[config.mk]
export PLATFORM = sky130hd
export DESIGN_NAME = ahpc_host
export DESIGN_NICKNAME = d
export VERILOG_FILES = /design/src/design/ahpc_pkg.sv /design/src/design/ahpc_host.sv
export SDC_FILE = /design/constraint.sdc
export NUM_CORES = 1
export LEC_CHECK = 0
export BUFFER_PORTS_ARGS = -buffer_cell sky130_fd_sc_hd__buf_2
export CAP_MARGIN = 20
export CELL_PAD_IN_SITES_DETAIL_PLACEMENT = 1
export CELL_PAD_IN_SITES_GLOBAL_PLACEMENT = 1
export CORE_MARGIN = 2
export CORE_UTILIZATION = 49
export DETAILED_ROUTE_END_ITERATION = 8
export HOLD_SLACK_MARGIN = 0.05
export PLACE_DENSITY_LB_ADDON = 0.2
export SLEW_MARGIN = 25
export SYNTH_ARGS = -nofsm -noshare
export SYNTH_HDL_FRONTEND = slang
export SYNTH_SLANG_ARGS = --single-unit
export TNS_END_PERCENT = 50
[constraint.sdc]
create_clock -name pclk -period 5.6 [get_ports pclk]
set_clock_uncertainty 0.1 [all_clocks]
set_input_delay 1.12 -clock pclk [delete_from_list [all_inputs] [get_ports pclk]]
set_output_delay 1.12 -clock pclk [all_outputs]
set_load 0.02 [all_outputs]
[src/design/ahpc_pkg.sv]
// package: constants for the port command-flow host controller
package ahpc_pkg;
	// ------------------------------------------------------------
	// software-facing register offsets (apb byte addresses)
	// ------------------------------------------------------------
	localparam logic [7:0]  REG_CTRL     = 8'h00;
	localparam logic [7:0]  REG_LBA_LO   = 8'h04;
	localparam logic [7:0]  REG_LBA_HI   = 8'h08;
	localparam logic [7:0]  REG_COUNT    = 8'h0C;
	localparam logic [7:0]  REG_BUF_ADDR = 8'h10;
	localparam logic [7:0]  REG_BYTE_CNT = 8'h14;
	localparam logic [7:0]  REG_STATUS   = 8'h18;
	// ------------------------------------------------------------
	// device-side map (port registers and command memories)
	// ------------------------------------------------------------
	localparam logic [31:0] DEV_HDR_BASE  = 32'h0000_0000;
	localparam int          DEV_HDR_SHIFT = 5;
	localparam logic [31:0] DEV_TBL_BASE  = 32'h0001_0000;
	localparam int          DEV_TBL_SHIFT = 11;
	localparam logic [31:0] DEV_PRD_OFS   = 32'h0000_0080;
	localparam logic [31:0] DEV_PX_IS     = 32'h0002_0010;
	localparam logic [31:0] DEV_PX_SACT   = 32'h0002_0034;
	localparam logic [31:0] DEV_PX_CI     = 32'h0002_0038;
	// ------------------------------------------------------------
	// operations, command codes and fields
	// ------------------------------------------------------------
	localparam logic [2:0]  OP_IDENTIFY = 3'h0;
	localparam logic [2:0]  OP_WR_DMA   = 3'h1;
	localparam logic [2:0]  OP_RD_DMA   = 3'h2;
	localparam logic [2:0]  OP_WR_FPDMA = 3'h3;
	localparam logic [2:0]  OP_RD_FPDMA = 3'h4;
	localparam logic [7:0]  CMD_IDENTIFY = 8'hEC;
	localparam logic [7:0]  CMD_WR_DMA   = 8'h35;
	localparam logic [7:0]  CMD_RD_DMA   = 8'h25;
	localparam logic [7:0]  CMD_WR_FPDMA = 8'h61;
	localparam logic [7:0]  CMD_RD_FPDMA = 8'h60;
	localparam logic [7:0]  DEV_IDENTIFY = 8'hA0;
	localparam logic [7:0]  DEV_DMA      = 8'hE0;
	localparam logic [7:0]  FIS_H2D_TYPE = 8'h27;
	localparam int          FIS_C_BIT    = 15;
	localparam logic [2:0]  FIS_DWORDS   = 3'h5;
	localparam logic [15:0] HDR_PRDTL    = 16'h0001;
	localparam logic [4:0]  HDR_CFL      = 5'h05;
	localparam int          HDR_W_BIT    = 6;
	localparam int          PRD_I_BIT    = 31;
	localparam logic [21:0] IDENT_BYTES  = 22'h00_01FF;
	// port interrupt status bit positions
	localparam int          IS_DHRS = 0;
	localparam int          IS_PSS  = 1;
	localparam int          IS_DSS  = 2;
	localparam int          IS_SDBS = 3;
	localparam int          IS_DPS  = 5;
	// status register bit positions
	localparam int          ST_BUSY = 0;
	localparam int          ST_DONE = 1;
	localparam int          ST_ERR  = 2;
	typedef enum {
		ST_IDLE, ST_SACT_RD, ST_SACT_WR, ST_HDR, ST_FIS, ST_PRD_ADDR,
		ST_PRD_CNT, ST_ISSUE, ST_IS_RD, ST_IS_CLR, ST_CI_RD, ST_SACT_CHK
	} ahpc_state_t;
endpackage

[src/design/ahpc_host.sv]
// module: host controller that runs commands on one command-flow port
//
// Added by the designer: register access over APB and the placing of the registers.
`timescale 1ns/1ps
`default_nettype none
// How it works
// - command header dword 0 gets the prd count; one prd for identify.
// - each command writes a five-dword register fis, type 27h, c bit set.
// - identify uses code ECh, device A0h, all other fields zero.
// - prd holds base address, interrupt bit, zero-based count; 0x1FF.
// - writing one to command-issue bit n sends slot n's fis.
// - port status bits clear by writing one to them.
// - dma write uses 35h, device E0h, 48-bit lba, 16-bit count.
// - one prd per segment; last prd carries the interrupt bit.
// - dma read uses 25h with the same preparation and issue flow.
// - queued: read sata-active, pick free slot, set its bit; here software names the slot and a taken slot ends in error.
// - up to 32 queued commands, fill and data phases concurrent; this controller runs one command at a time.
// - queued read follows queued write with receive buffers.
// - queued write and read use codes 61h and 60h.
// - queued fis tag field equals the slot number, 0 to 31.
module ahpc_host
	import ahpc_pkg::*;
(
	input  wire logic        pclk,
	input  wire logic        presetn,
	input  wire logic [7:0]  paddr,
	input  wire logic        psel,
	input  wire logic        penable,
	input  wire logic        pwrite,
	input  wire logic [31:0] pwdata,
	output var  logic [31:0] prdata,
	output var  logic        pready,
	output var  logic        pslverr,
	output var  logic [31:0] m_paddr,
	output var  logic        m_psel,
	output var  logic        m_penable,
	output var  logic        m_pwrite,
	output var  logic [31:0] m_pwdata,
	input  wire logic [31:0] m_prdata,
	input  wire logic        m_pready,
	input  wire logic        m_pslverr
);
	// ------------------------------------------------------------
	// state
	// ------------------------------------------------------------
	ahpc_state_t state, next_state;
	logic [2:0]  op, next_op;
	logic [4:0]  slot, next_slot;
	logic [47:0] lba, next_lba;
	logic [15:0] count, next_count;
	logic [31:0] buf_addr, next_buf_addr;
	logic [21:0] byte_cnt, next_byte_cnt;
	logic        busy, next_busy;
	logic        done, next_done;
	logic        err, next_err;
	logic [5:0]  seen, next_seen;
	logic [5:0]  clr, next_clr;
	logic [2:0]  idx, next_idx;
	logic [31:0] next_prdata;
	logic        next_pready, next_pslverr;
	logic [31:0] next_m_paddr, next_m_pwdata;
	logic        next_m_psel, next_m_penable, next_m_pwrite;
	// combinational helpers
	logic        queued, sw_wr, done_xfer, start;
	logic [5:0]  expect_bits;
	logic [7:0]  code, devf;
	logic [31:0] slot_bit, hdr_addr, tbl_addr, x_addr, x_data;
	logic        x_wr;

	assign queued    = (op == OP_WR_FPDMA) || (op == OP_RD_FPDMA);
	assign slot_bit  = 32'h0000_0001 << slot;
	assign hdr_addr  = DEV_HDR_BASE + ({27'h000_0000, slot} << DEV_HDR_SHIFT);
	assign tbl_addr  = DEV_TBL_BASE + ({27'h000_0000, slot} << DEV_TBL_SHIFT);
	assign done_xfer = m_psel && m_penable && m_pready;
	assign sw_wr     = psel && penable && pwrite;
	assign start     = sw_wr && (paddr == REG_CTRL) && pwdata[0] && !busy;

	// ------------------------------------------------------------
	// command fields per operation
	// ------------------------------------------------------------
	always_comb begin
		case (op)
		OP_IDENTIFY: begin
			code = CMD_IDENTIFY;
			devf = DEV_IDENTIFY;
			expect_bits = 6'h00;
			expect_bits[IS_PSS] = 1'b1;
			expect_bits[IS_DPS] = 1'b1;
		end
		OP_WR_DMA, OP_RD_DMA: begin
			code = (op == OP_WR_DMA) ? CMD_WR_DMA : CMD_RD_DMA;
			devf = DEV_DMA;
			expect_bits = 6'h00;
			expect_bits[IS_DHRS] = 1'b1;
			expect_bits[IS_DPS] = 1'b1;
		end
		default: begin
			code = (op == OP_WR_FPDMA) ? CMD_WR_FPDMA : CMD_RD_FPDMA;
			devf = DEV_DMA;
			expect_bits = 6'h00;
			expect_bits[IS_DHRS] = 1'b1;
			expect_bits[IS_DSS] = 1'b1;
			expect_bits[IS_DPS] = 1'b1;
			expect_bits[IS_SDBS] = 1'b1;
		end
		endcase
	end

	// ------------------------------------------------------------
	// device access selected by the sequence step
	// ------------------------------------------------------------
	always_comb begin
		x_addr = DEV_PX_IS;
		x_data = 32'h0000_0000;
		x_wr   = 1'b0;
		case (state)
		ST_SACT_RD, ST_SACT_CHK: x_addr = DEV_PX_SACT;
		ST_SACT_WR: begin
			x_addr = DEV_PX_SACT;
			x_data = slot_bit;
			x_wr   = 1'b1;
		end
		ST_HDR: begin
			x_addr = hdr_addr;
			x_data = {HDR_PRDTL, 16'h0000} | {27'h000_0000, HDR_CFL};
			x_data[HDR_W_BIT] = (op == OP_WR_DMA) || (op == OP_WR_FPDMA);
			x_wr   = 1'b1;
		end
		ST_FIS: begin
			x_addr = tbl_addr + {27'h000_0000, idx, 2'b00};
			x_wr   = 1'b1;
			case (idx)
			3'h0: begin
				x_data = {queued ? count[7:0] : 8'h00, code, 8'h00, FIS_H2D_TYPE};
				x_data[FIS_C_BIT] = 1'b1;
			end
			3'h1: x_data = (op == OP_IDENTIFY) ? {devf, 24'h00_0000}
				: {devf, lba[23:0]};
			3'h2: x_data = (op == OP_IDENTIFY) ? 32'h0000_0000
				: {queued ? count[15:8] : 8'h00, lba[47:24]};
			3'h3: x_data = (op == OP_IDENTIFY) ? 32'h0000_0000
				: queued ? {24'h00_0000, slot, 3'h0}
				: {16'h0000, count};
			default: x_data = 32'h0000_0000;
			endcase
		end
		ST_PRD_ADDR: begin
			x_addr = tbl_addr + DEV_PRD_OFS;
			x_data = buf_addr;
			x_wr   = 1'b1;
		end
		ST_PRD_CNT: begin
			// single segment, so it is also the last and carries the irq bit
			x_addr = tbl_addr + DEV_PRD_OFS + 32'h0000_000C;
			x_data = {10'h000, byte_cnt};
			x_data[PRD_I_BIT] = 1'b1;
			x_wr   = 1'b1;
		end
		ST_ISSUE: begin
			x_addr = DEV_PX_CI;
			x_data = slot_bit;
			x_wr   = 1'b1;
		end
		ST_IS_CLR: begin
			x_data = {26'h000_0000, clr};
			x_wr   = 1'b1;
		end
		ST_CI_RD: x_addr = DEV_PX_CI;
		default: ;
		endcase
	end

	// ------------------------------------------------------------
	// next values: software registers, sequencer, bus master
	// ------------------------------------------------------------
	always_comb begin
		next_state = state;     next_op = op;         next_slot = slot;
		next_lba = lba;         next_count = count;   next_buf_addr = buf_addr;
		next_byte_cnt = byte_cnt; next_busy = busy;   next_done = done;
		next_err = err;         next_seen = seen;     next_clr = clr;
		next_idx = idx;
		next_m_psel = m_psel;   next_m_penable = m_penable;
		next_m_paddr = m_paddr; next_m_pwdata = m_pwdata;
		next_m_pwrite = m_pwrite;
		// apb slave, zero wait states, answer registered from setup
		next_pready = psel && !penable;
		next_pslverr = 1'b0;
		next_prdata = 32'h0000_0000;
		if (psel && !penable) begin
			case (paddr)
			REG_CTRL:     next_prdata = {23'h00_0000, slot, op, 1'b0};
			REG_LBA_LO:   next_prdata = lba[31:0];
			REG_LBA_HI:   next_prdata = {16'h0000, lba[47:32]};
			REG_COUNT:    next_prdata = {16'h0000, count};
			REG_BUF_ADDR: next_prdata = buf_addr;
			REG_BYTE_CNT: next_prdata = {10'h000, byte_cnt};
			REG_STATUS:   next_prdata = {18'h0_0000, 2'b00, seen, 3'h0, err, done, busy};
			default:      next_pslverr = 1'b1;
			endcase
		end
		// parameters are locked while a command runs
		if (sw_wr && !busy) begin
			case (paddr)
			REG_CTRL: begin
				next_slot = pwdata[8:4];
				next_op = pwdata[3:1];
			end
			REG_LBA_LO:   next_lba[31:0] = pwdata;
			REG_LBA_HI:   next_lba[47:32] = pwdata[15:0];
			REG_COUNT:    next_count = pwdata[15:0];
			REG_BUF_ADDR: next_buf_addr = pwdata;
			REG_BYTE_CNT: next_byte_cnt = pwdata[21:0];
			default: ;
			endcase
		end
		// done is write-one-to-clear; a finish in the same cycle wins below
		if (sw_wr && (paddr == REG_STATUS) && pwdata[ST_DONE])
			next_done = 1'b0;
		if (start) begin
			next_busy = 1'b1;
			next_err = 1'b0;
			next_seen = 6'h00;
			next_idx = 3'h0;
			next_state = (pwdata[3:1] == OP_WR_FPDMA) || (pwdata[3:1] == OP_RD_FPDMA)
				? ST_SACT_RD : ST_HDR;
			// identify always moves one 512-byte block
			if (pwdata[3:1] == OP_IDENTIFY)
				next_byte_cnt = IDENT_BYTES;
		end
		// one apb transfer per step; request held until pready is seen
		if (state != ST_IDLE) begin
			if (!m_psel) begin
				next_m_psel = 1'b1;
				next_m_paddr = x_addr;
				next_m_pwdata = x_data;
				next_m_pwrite = x_wr;
			end else if (!m_penable) begin
				next_m_penable = 1'b1;
			end else if (m_pready) begin
				next_m_psel = 1'b0;
				next_m_penable = 1'b0;
				if (m_pslverr) begin
					next_err = 1'b1;
					next_state = ST_IDLE;
				end else begin
					case (state)
					ST_SACT_RD: begin
						// slot already reserved: refuse rather than collide
						if ((m_prdata & slot_bit) != 32'h0000_0000) begin
							next_err = 1'b1;
							next_state = ST_IDLE;
						end else
							next_state = ST_SACT_WR;
					end
					ST_SACT_WR:  next_state = ST_HDR;
					ST_HDR:      next_state = ST_FIS;
					ST_FIS: begin
						next_idx = idx + 3'h1;
						if (idx == FIS_DWORDS - 3'h1)
							next_state = ST_PRD_ADDR;
					end
					ST_PRD_ADDR: next_state = ST_PRD_CNT;
					ST_PRD_CNT:  next_state = ST_ISSUE;
					ST_ISSUE:    next_state = ST_IS_RD;
					ST_IS_RD: begin
						next_clr = m_prdata[5:0] & expect_bits;
						if ((m_prdata[5:0] & expect_bits) != 6'h00)
							next_state = ST_IS_CLR;
					end
					ST_IS_CLR: begin
						next_seen = seen | clr;
						next_state = ((seen | clr) == expect_bits)
							? ST_CI_RD : ST_IS_RD;
					end
					ST_CI_RD: begin
						if ((m_prdata & slot_bit) == 32'h0000_0000)
							next_state = queued ? ST_SACT_CHK : ST_IDLE;
					end
					ST_SACT_CHK: begin
						if ((m_prdata & slot_bit) == 32'h0000_0000)
							next_state = ST_IDLE;
					end
					default: next_state = ST_IDLE;
					endcase
				end
				if (next_state == ST_IDLE) begin
					next_busy = 1'b0;
					next_done = 1'b1;
				end
			end
		end
	end

	// ------------------------------------------------------------
	// registers
	// ------------------------------------------------------------
	always_ff @(posedge pclk or negedge presetn) begin
		if (!presetn) begin
			state <= ST_IDLE;     op <= OP_IDENTIFY;     slot <= 5'h00;
			lba <= 48'h0000_0000_0000; count <= 16'h0000;
			buf_addr <= 32'h0000_0000; byte_cnt <= 22'h00_0000;
			busy <= 1'b0;         done <= 1'b0;          err <= 1'b0;
			seen <= 6'h00;        clr <= 6'h00;          idx <= 3'h0;
			prdata <= 32'h0000_0000; pready <= 1'b0;     pslverr <= 1'b0;
			m_paddr <= 32'h0000_0000; m_pwdata <= 32'h0000_0000;
			m_psel <= 1'b0;       m_penable <= 1'b0;     m_pwrite <= 1'b0;
		end else begin
			state <= next_state;  op <= next_op;         slot <= next_slot;
			lba <= next_lba;      count <= next_count;
			buf_addr <= next_buf_addr; byte_cnt <= next_byte_cnt;
			busy <= next_busy;    done <= next_done;     err <= next_err;
			seen <= next_seen;    clr <= next_clr;       idx <= next_idx;
			prdata <= next_prdata; pready <= next_pready;
			pslverr <= next_pslverr;
			m_paddr <= next_m_paddr; m_pwdata <= next_m_pwdata;
			m_psel <= next_m_psel; m_penable <= next_m_penable;
			m_pwrite <= next_m_pwrite;
		end
	end
endmodule
`default_nettype wire

# Word level (Yosys, flattened, before mapping)
# Cells that the tools add are included.
# word_totals
out_inout_bits	101
reg_bits	277
# op_classes
eq_ne	28
n_addsub	5
n_reduce_logical	37
bitwise	5
n_shift	1
muxes	79
# op_table
cell	count
two-way mux 32 bit	16
case mux 32 bit (11 select lines)	1
case mux 32 bit (7 select lines)	1
case mux 32 bit (6 select lines)	1
== test 32 x 3 -> 1 bit (second input constant)	4
== test 32 x 4 -> 1 bit (second input constant)	4
case mux 32 bit (4 select lines)	1
case mux 20 bit (6 select lines)	1
two-way mux 22 bit	4
== test 32 x 2 -> 1 bit (second input constant)	2
zero test 32 bit	2
nonzero test 32 bit	2
two-way mux 6 bit	7
AND 32 bit	1
== test 32 x 1 -> 1 bit (second input constant)	1
two-way mux 16 bit	2
<< shifter 1 x 5 -> 32 bit (first input constant)	1
two-way mux 1 bit	27
== test 8 x 5 -> 1 bit (second input constant)	3
two-way mux 24 bit	1
two-way mux 3 bit	7
adder 19 x 4 -> 20 bit (second input constant)	1
adder 18 x 5 -> 19 bit	1
adder 18 x 8 -> 19 bit (second input constant)	1
other kinds (29)	63

# Longest topological paths before layout
# logic_depth
depth_word	19
ltp_mapped	11
ltp_nobuf	9

# Worst setup path after synthesis
# OpenSTA, ideal clock, no wires.
# synth_timing
path_type	input port to flip-flop
startpoint	input paddr[0]
endpoint	register lba[38]
path_buffers	1
cell_stages	8
arrival_time_ps	3059
slack_ps	2316
setup_time_ps	125
path_cell_list	or4_1 > nor2_1 > nand2_1 > nor2_2 > nand2_1 > nor2_2 > buf_2 > mux2_2
# synth_between
elab_chain_len	2
# synth_lines
item	line	rtl
start, declared	ahpc_host.sv:26	input wire logic [7:0] paddr,
== test 8 x 4 -> 1 bit	ahpc_host.sv:203	case (paddr)
AND reduction 2 bit (no source line)	n/a	
end signal, assigned	ahpc_host.sv:309	lba <= next_lba; count <= next_count;
end, declared	ahpc_host.sv:49	logic [47:0] lba, next_lba;
# Every way passes these cells.
# A chain may end at the register's enable or synchronous reset.

# Final worst setup path
# layout_timing
startpoint	input paddr[0]
endpoint	register byte_cnt[6]
# layout_between
elab_chain_len	5
# layout_lines
item	line	rtl
== test 8 x 5 -> 1 bit / zero test 8 bit (equally long branches)	ahpc_host.sv:203, ahpc_host.sv:76	
two-way mux 22 bit / logical AND 1 bit (equally long branches)	ahpc_host.sv:203, ahpc_host.sv:76	
two-way mux 22 bit / logical AND 1 bit (equally long branches)	ahpc_host.sv:202, ahpc_host.sv:76	
two-way mux 22 bit / logical AND 1 bit (equally long branches)	ahpc_host.sv:227, ahpc_host.sv:76	
two-way mux 22 bit (*)	ahpc_host.sv:219	if (start) begin
net next_byte_cnt[6]	ahpc_host.sv:52	logic [21:0] byte_cnt, next_byte_cnt;
end signal, assigned	ahpc_host.sv:310	buf_addr <= next_buf_addr; byte_cnt <= next_byte_cnt;
end, declared	ahpc_host.sv:52	
# The timed path passes the listed nets; every way through them passes the cells marked *.

==> flow_summary.ini <==
[run_status]
status = complete, but fails checks
violations = DRC

[drt]
first_pass_iters = 9
routed_via_density = 6.54
wl_mm = 45.9
detail-route-antenna-nets = 0
drcViolationCount = 25
drtIter0Drc = 1620
dr_total_vias = 11027
drt-wirelength-per-cell_um = 27.2

[global_route]
overflow = 0
antenna_found_initial = 3
grt_max_degree = 108
grt_pass1_vias = 11174
track_usage_pct = 33.9
grt_first_pass_wirelength_mm = 69.5

[worst_setup_path]
arrival_ps = 4010
endpoint_kind = flop
ff2ff_path_depth = 7
crit_path_start_kind = primary input
cp-startpoint = paddr[0]
reg2reg_slack_ps = 1910
r2r-end = seen[3]$_DFF_PN0_
worstPathMaxFanout = 22
critPathKind = in2reg
timing.rr.start = state[0]$_DFF_PN0_
cp_data_required_time_ps = 5920

[power_and_ir_drop]
power_density_mw_per_mm2 = 337
seqPwrFrac_pct = 42.2
p_clk_share_pct = 40.8
power.switching_mw = 1.51
vdd_drop_max_v = 0.000225
p_sw_share_pct = 30.5
internal-power_mw = 3.44
p_comb_share_pct = 17.0
leakage_nw = 6.96

[synthesis]
synth.distinct_cells = 73
ys_seq_elements = 259
synthTopCellsByArea = dfrtp_1 (51%), mux2_2 (12%), nand2_1 (4.5%), o21ai_0 (2.6%), a222oi_1 (2.4%)
yosys_warnings = 0
async_reset_ff_share_pct = 100
syn_area_per_cell_sq_um = 10.5
seq_area_frac_synth_pct = 51.0
yosysTopAreaCell = dfrtp_1
netlist.area_leader.share_pct = 51.0
synth_cells = 1209
synthesis.area_sq_mm = 0.0127
synth_top_flop_cell = dfrtp_1
synth_enable_flop_cells = 0

[job]
drv_cap = 0

[sta]
rsz0062_at_grt = false
slew_violations = 0
max_freq_mhz = 271
fin_crit_ps = 3690
maxSlewHeadroom_pct = 29.0
min_period_over_period_pct = 65.9
fin_tns_setup_ps = 0
finalHoldViolCount = 0
tightestPinTransition_ps = 1060
fin_ws_ps = 1910
setup_viol = 0

[cts]
clk-insertion-delay-late_ps = 560
post_cts_resized = 0
cts.htree.levels = 1
numCtsBuffers = 29
clockRootBuffer = clkbuf_16
clk_pin_slew_worst_paths_ps = 60
clkSinkCount = 259
cts_setup_buffers = 0
ctsHoldBuffers = 0
cts_tree = yes
clockBufferDepth = 3

[floorplan]
die_height_um = 165
num_rows = 58
dieArea_sq_mm = 0.0272
start_util_pct = 50.1
core_area_sq_mm = 0.0253
num_io_pins = 180
dieWidth_um = 165

[cells_and_area]
final_area_sq_mm = 0.0147
nFillCells = 2761
fin_util_pct = 58.1
fin_nets = 1419
drive_gt1_share_pct = 28.7
finalNonFillerCells = 1685
area_delta_synth_final_pct = 15.9

[place]
dpl_worst_slack_ps = 1510
dpl_cell_area_sq_mm = 0.0137
place_hpwl_mm = 31.2
port_buffers = 162
placed_cells = 1634
gp_congestion = 0.927

[worst_hold_path]
hold_depth = 2
worstHoldPathType = reg2reg
min_from = m_paddr[6]$_DFFE_PN0P_
min_to = m_paddr[6]$_DFFE_PN0P_
-- flip-flops by register name (all words and copies together), names as in the netlist, 3 cells and up --
register / cells
slot: 5
buf_addr: 32
seen: 6
idx: 3
m_pwdata: 32
clr: 5
op: 3
count: 16
lba: 48
prdata: 32
m_paddr: 15
state: 32
byte_cnt: 22
-- worst max-delay path by stage --
stage,to,depth (start not counted)
finish,byte_cnt[6]$_DFF_PN0_,8
global route,seen[0]$_DFF_PN0_,7
CTS,state[8]$_DFF_PN0_,8
detailed placement,lba[28]$_DFFE_PN0P_,10
global placement,lba[29]$_DFFE_PN0P_,10
floorplan,lba[38]$_DFFE_PN0P_,8
-- synthesized netlist by cell type, drive strengths merged, types with 16 or more instances --
cell	n
a21oi	44
buf	43
dfrtp	259
a222oi	31
a221oi	34
o21ai	67
a31oi	16
clkbuf	67
mux2	132
a22oi	39
and3	16
nor2	69
and2	31
nand3	34
nor4	16
nand2	152
-- power by group through the flow --
stage	clock, mW	combinational [mW]	sequential [mW]
detailed placement	0	0.820	2.12
finish	2.02	0.842	2.09
global route	2.11	0.921	2.10
CTS	2.03	0.834	2.09
global placement	0	0.798	2.12
floorplan	0	0.452	2.17
-- stage by stage --
| stage | power, mW | hold WS, ps |
|---|---|---|
| 2_1_floorplan | 2.62 | 344 |
| 3_3_place_gp | 2.92 | 348 |
| 3_5_place_dp | 2.94 | 352 |
| 4_1_cts | 4.96 | 366 |
| 5_1_grt | 5.13 | 396 |
| 6_report | 4.95 | 366 |
-- metal layers --
| layer | up-vias | GRT usage [%] | part of all wire, % |
|---|---|---|---|
| li1 | 4690 | - | - |
| met1 | 5549 | 47.1 | 41 |
| met2 | 660 | 52.1 | 44 |
| met3 | 124 | 9.17 | 11 |
| met4 | 4 | 10.3 | 3.6 |
| met5 | - | 0 | 0.061 |
-- worst max-delay path: stages --
cell and delay [ps]:
buf_2 100, or4_1 560, nor3_2 120, buf_4 190
and3_1 730, nand2_1 790, nand2_1 290, nand3_1 100
-- cell families (layout without fill, tap and decap cells) --
kind of cell | after synthesis | in the layout | share of synthesized area [%]
simple gates | 384 | 384 | 14.6
xor+xnor | 3 | 3 | 0.207
flops | 259 | 259 | 51.0
fa+ha+maj | 6 | 6 | 0.572
mux | 141 | 141 | 12.7
compound gates | 294 | 294 | 16.5
buf+inv | 121 | 250 | 4.35
other cells | 1 | 18 | 0.0295
-- final cells by class --
| class | instances | area [sq um] | share of cell area (%) |
|---|---|---|---|
| diodes | 1 | 2.50 | 0.0170 |
| clock buffers | 37 | 816 | 5.54 |
| clock inverters | 13 | 184 | 1.25 |
| inverters | 11 | 41.3 | 0.281 |
| multi-input cells | 845 | 5750 | 39.0 |
| flip-flops and latches | 259 | 6480 | 44.0 |
| well taps | 330 | 413 | 2.81 |
| repair buffers | 189 | 1040 | 7.04 |
-- cells in the final DEF (no fill, tap or decap), types with 29 or more instances in the layout --
cell type  count
o21ai_0       66
nand3_1       34
and2_1        29
dfrtp_1      259
clkbuf_16     29
nor2_1        67
nand2_1      151
a221oi_1      34
a22oi_1       39
mux2_2       131
a21oi_1       43
a222oi_1      31
buf_2        161
Note: power is estimated with default switching activity, not from simulation.
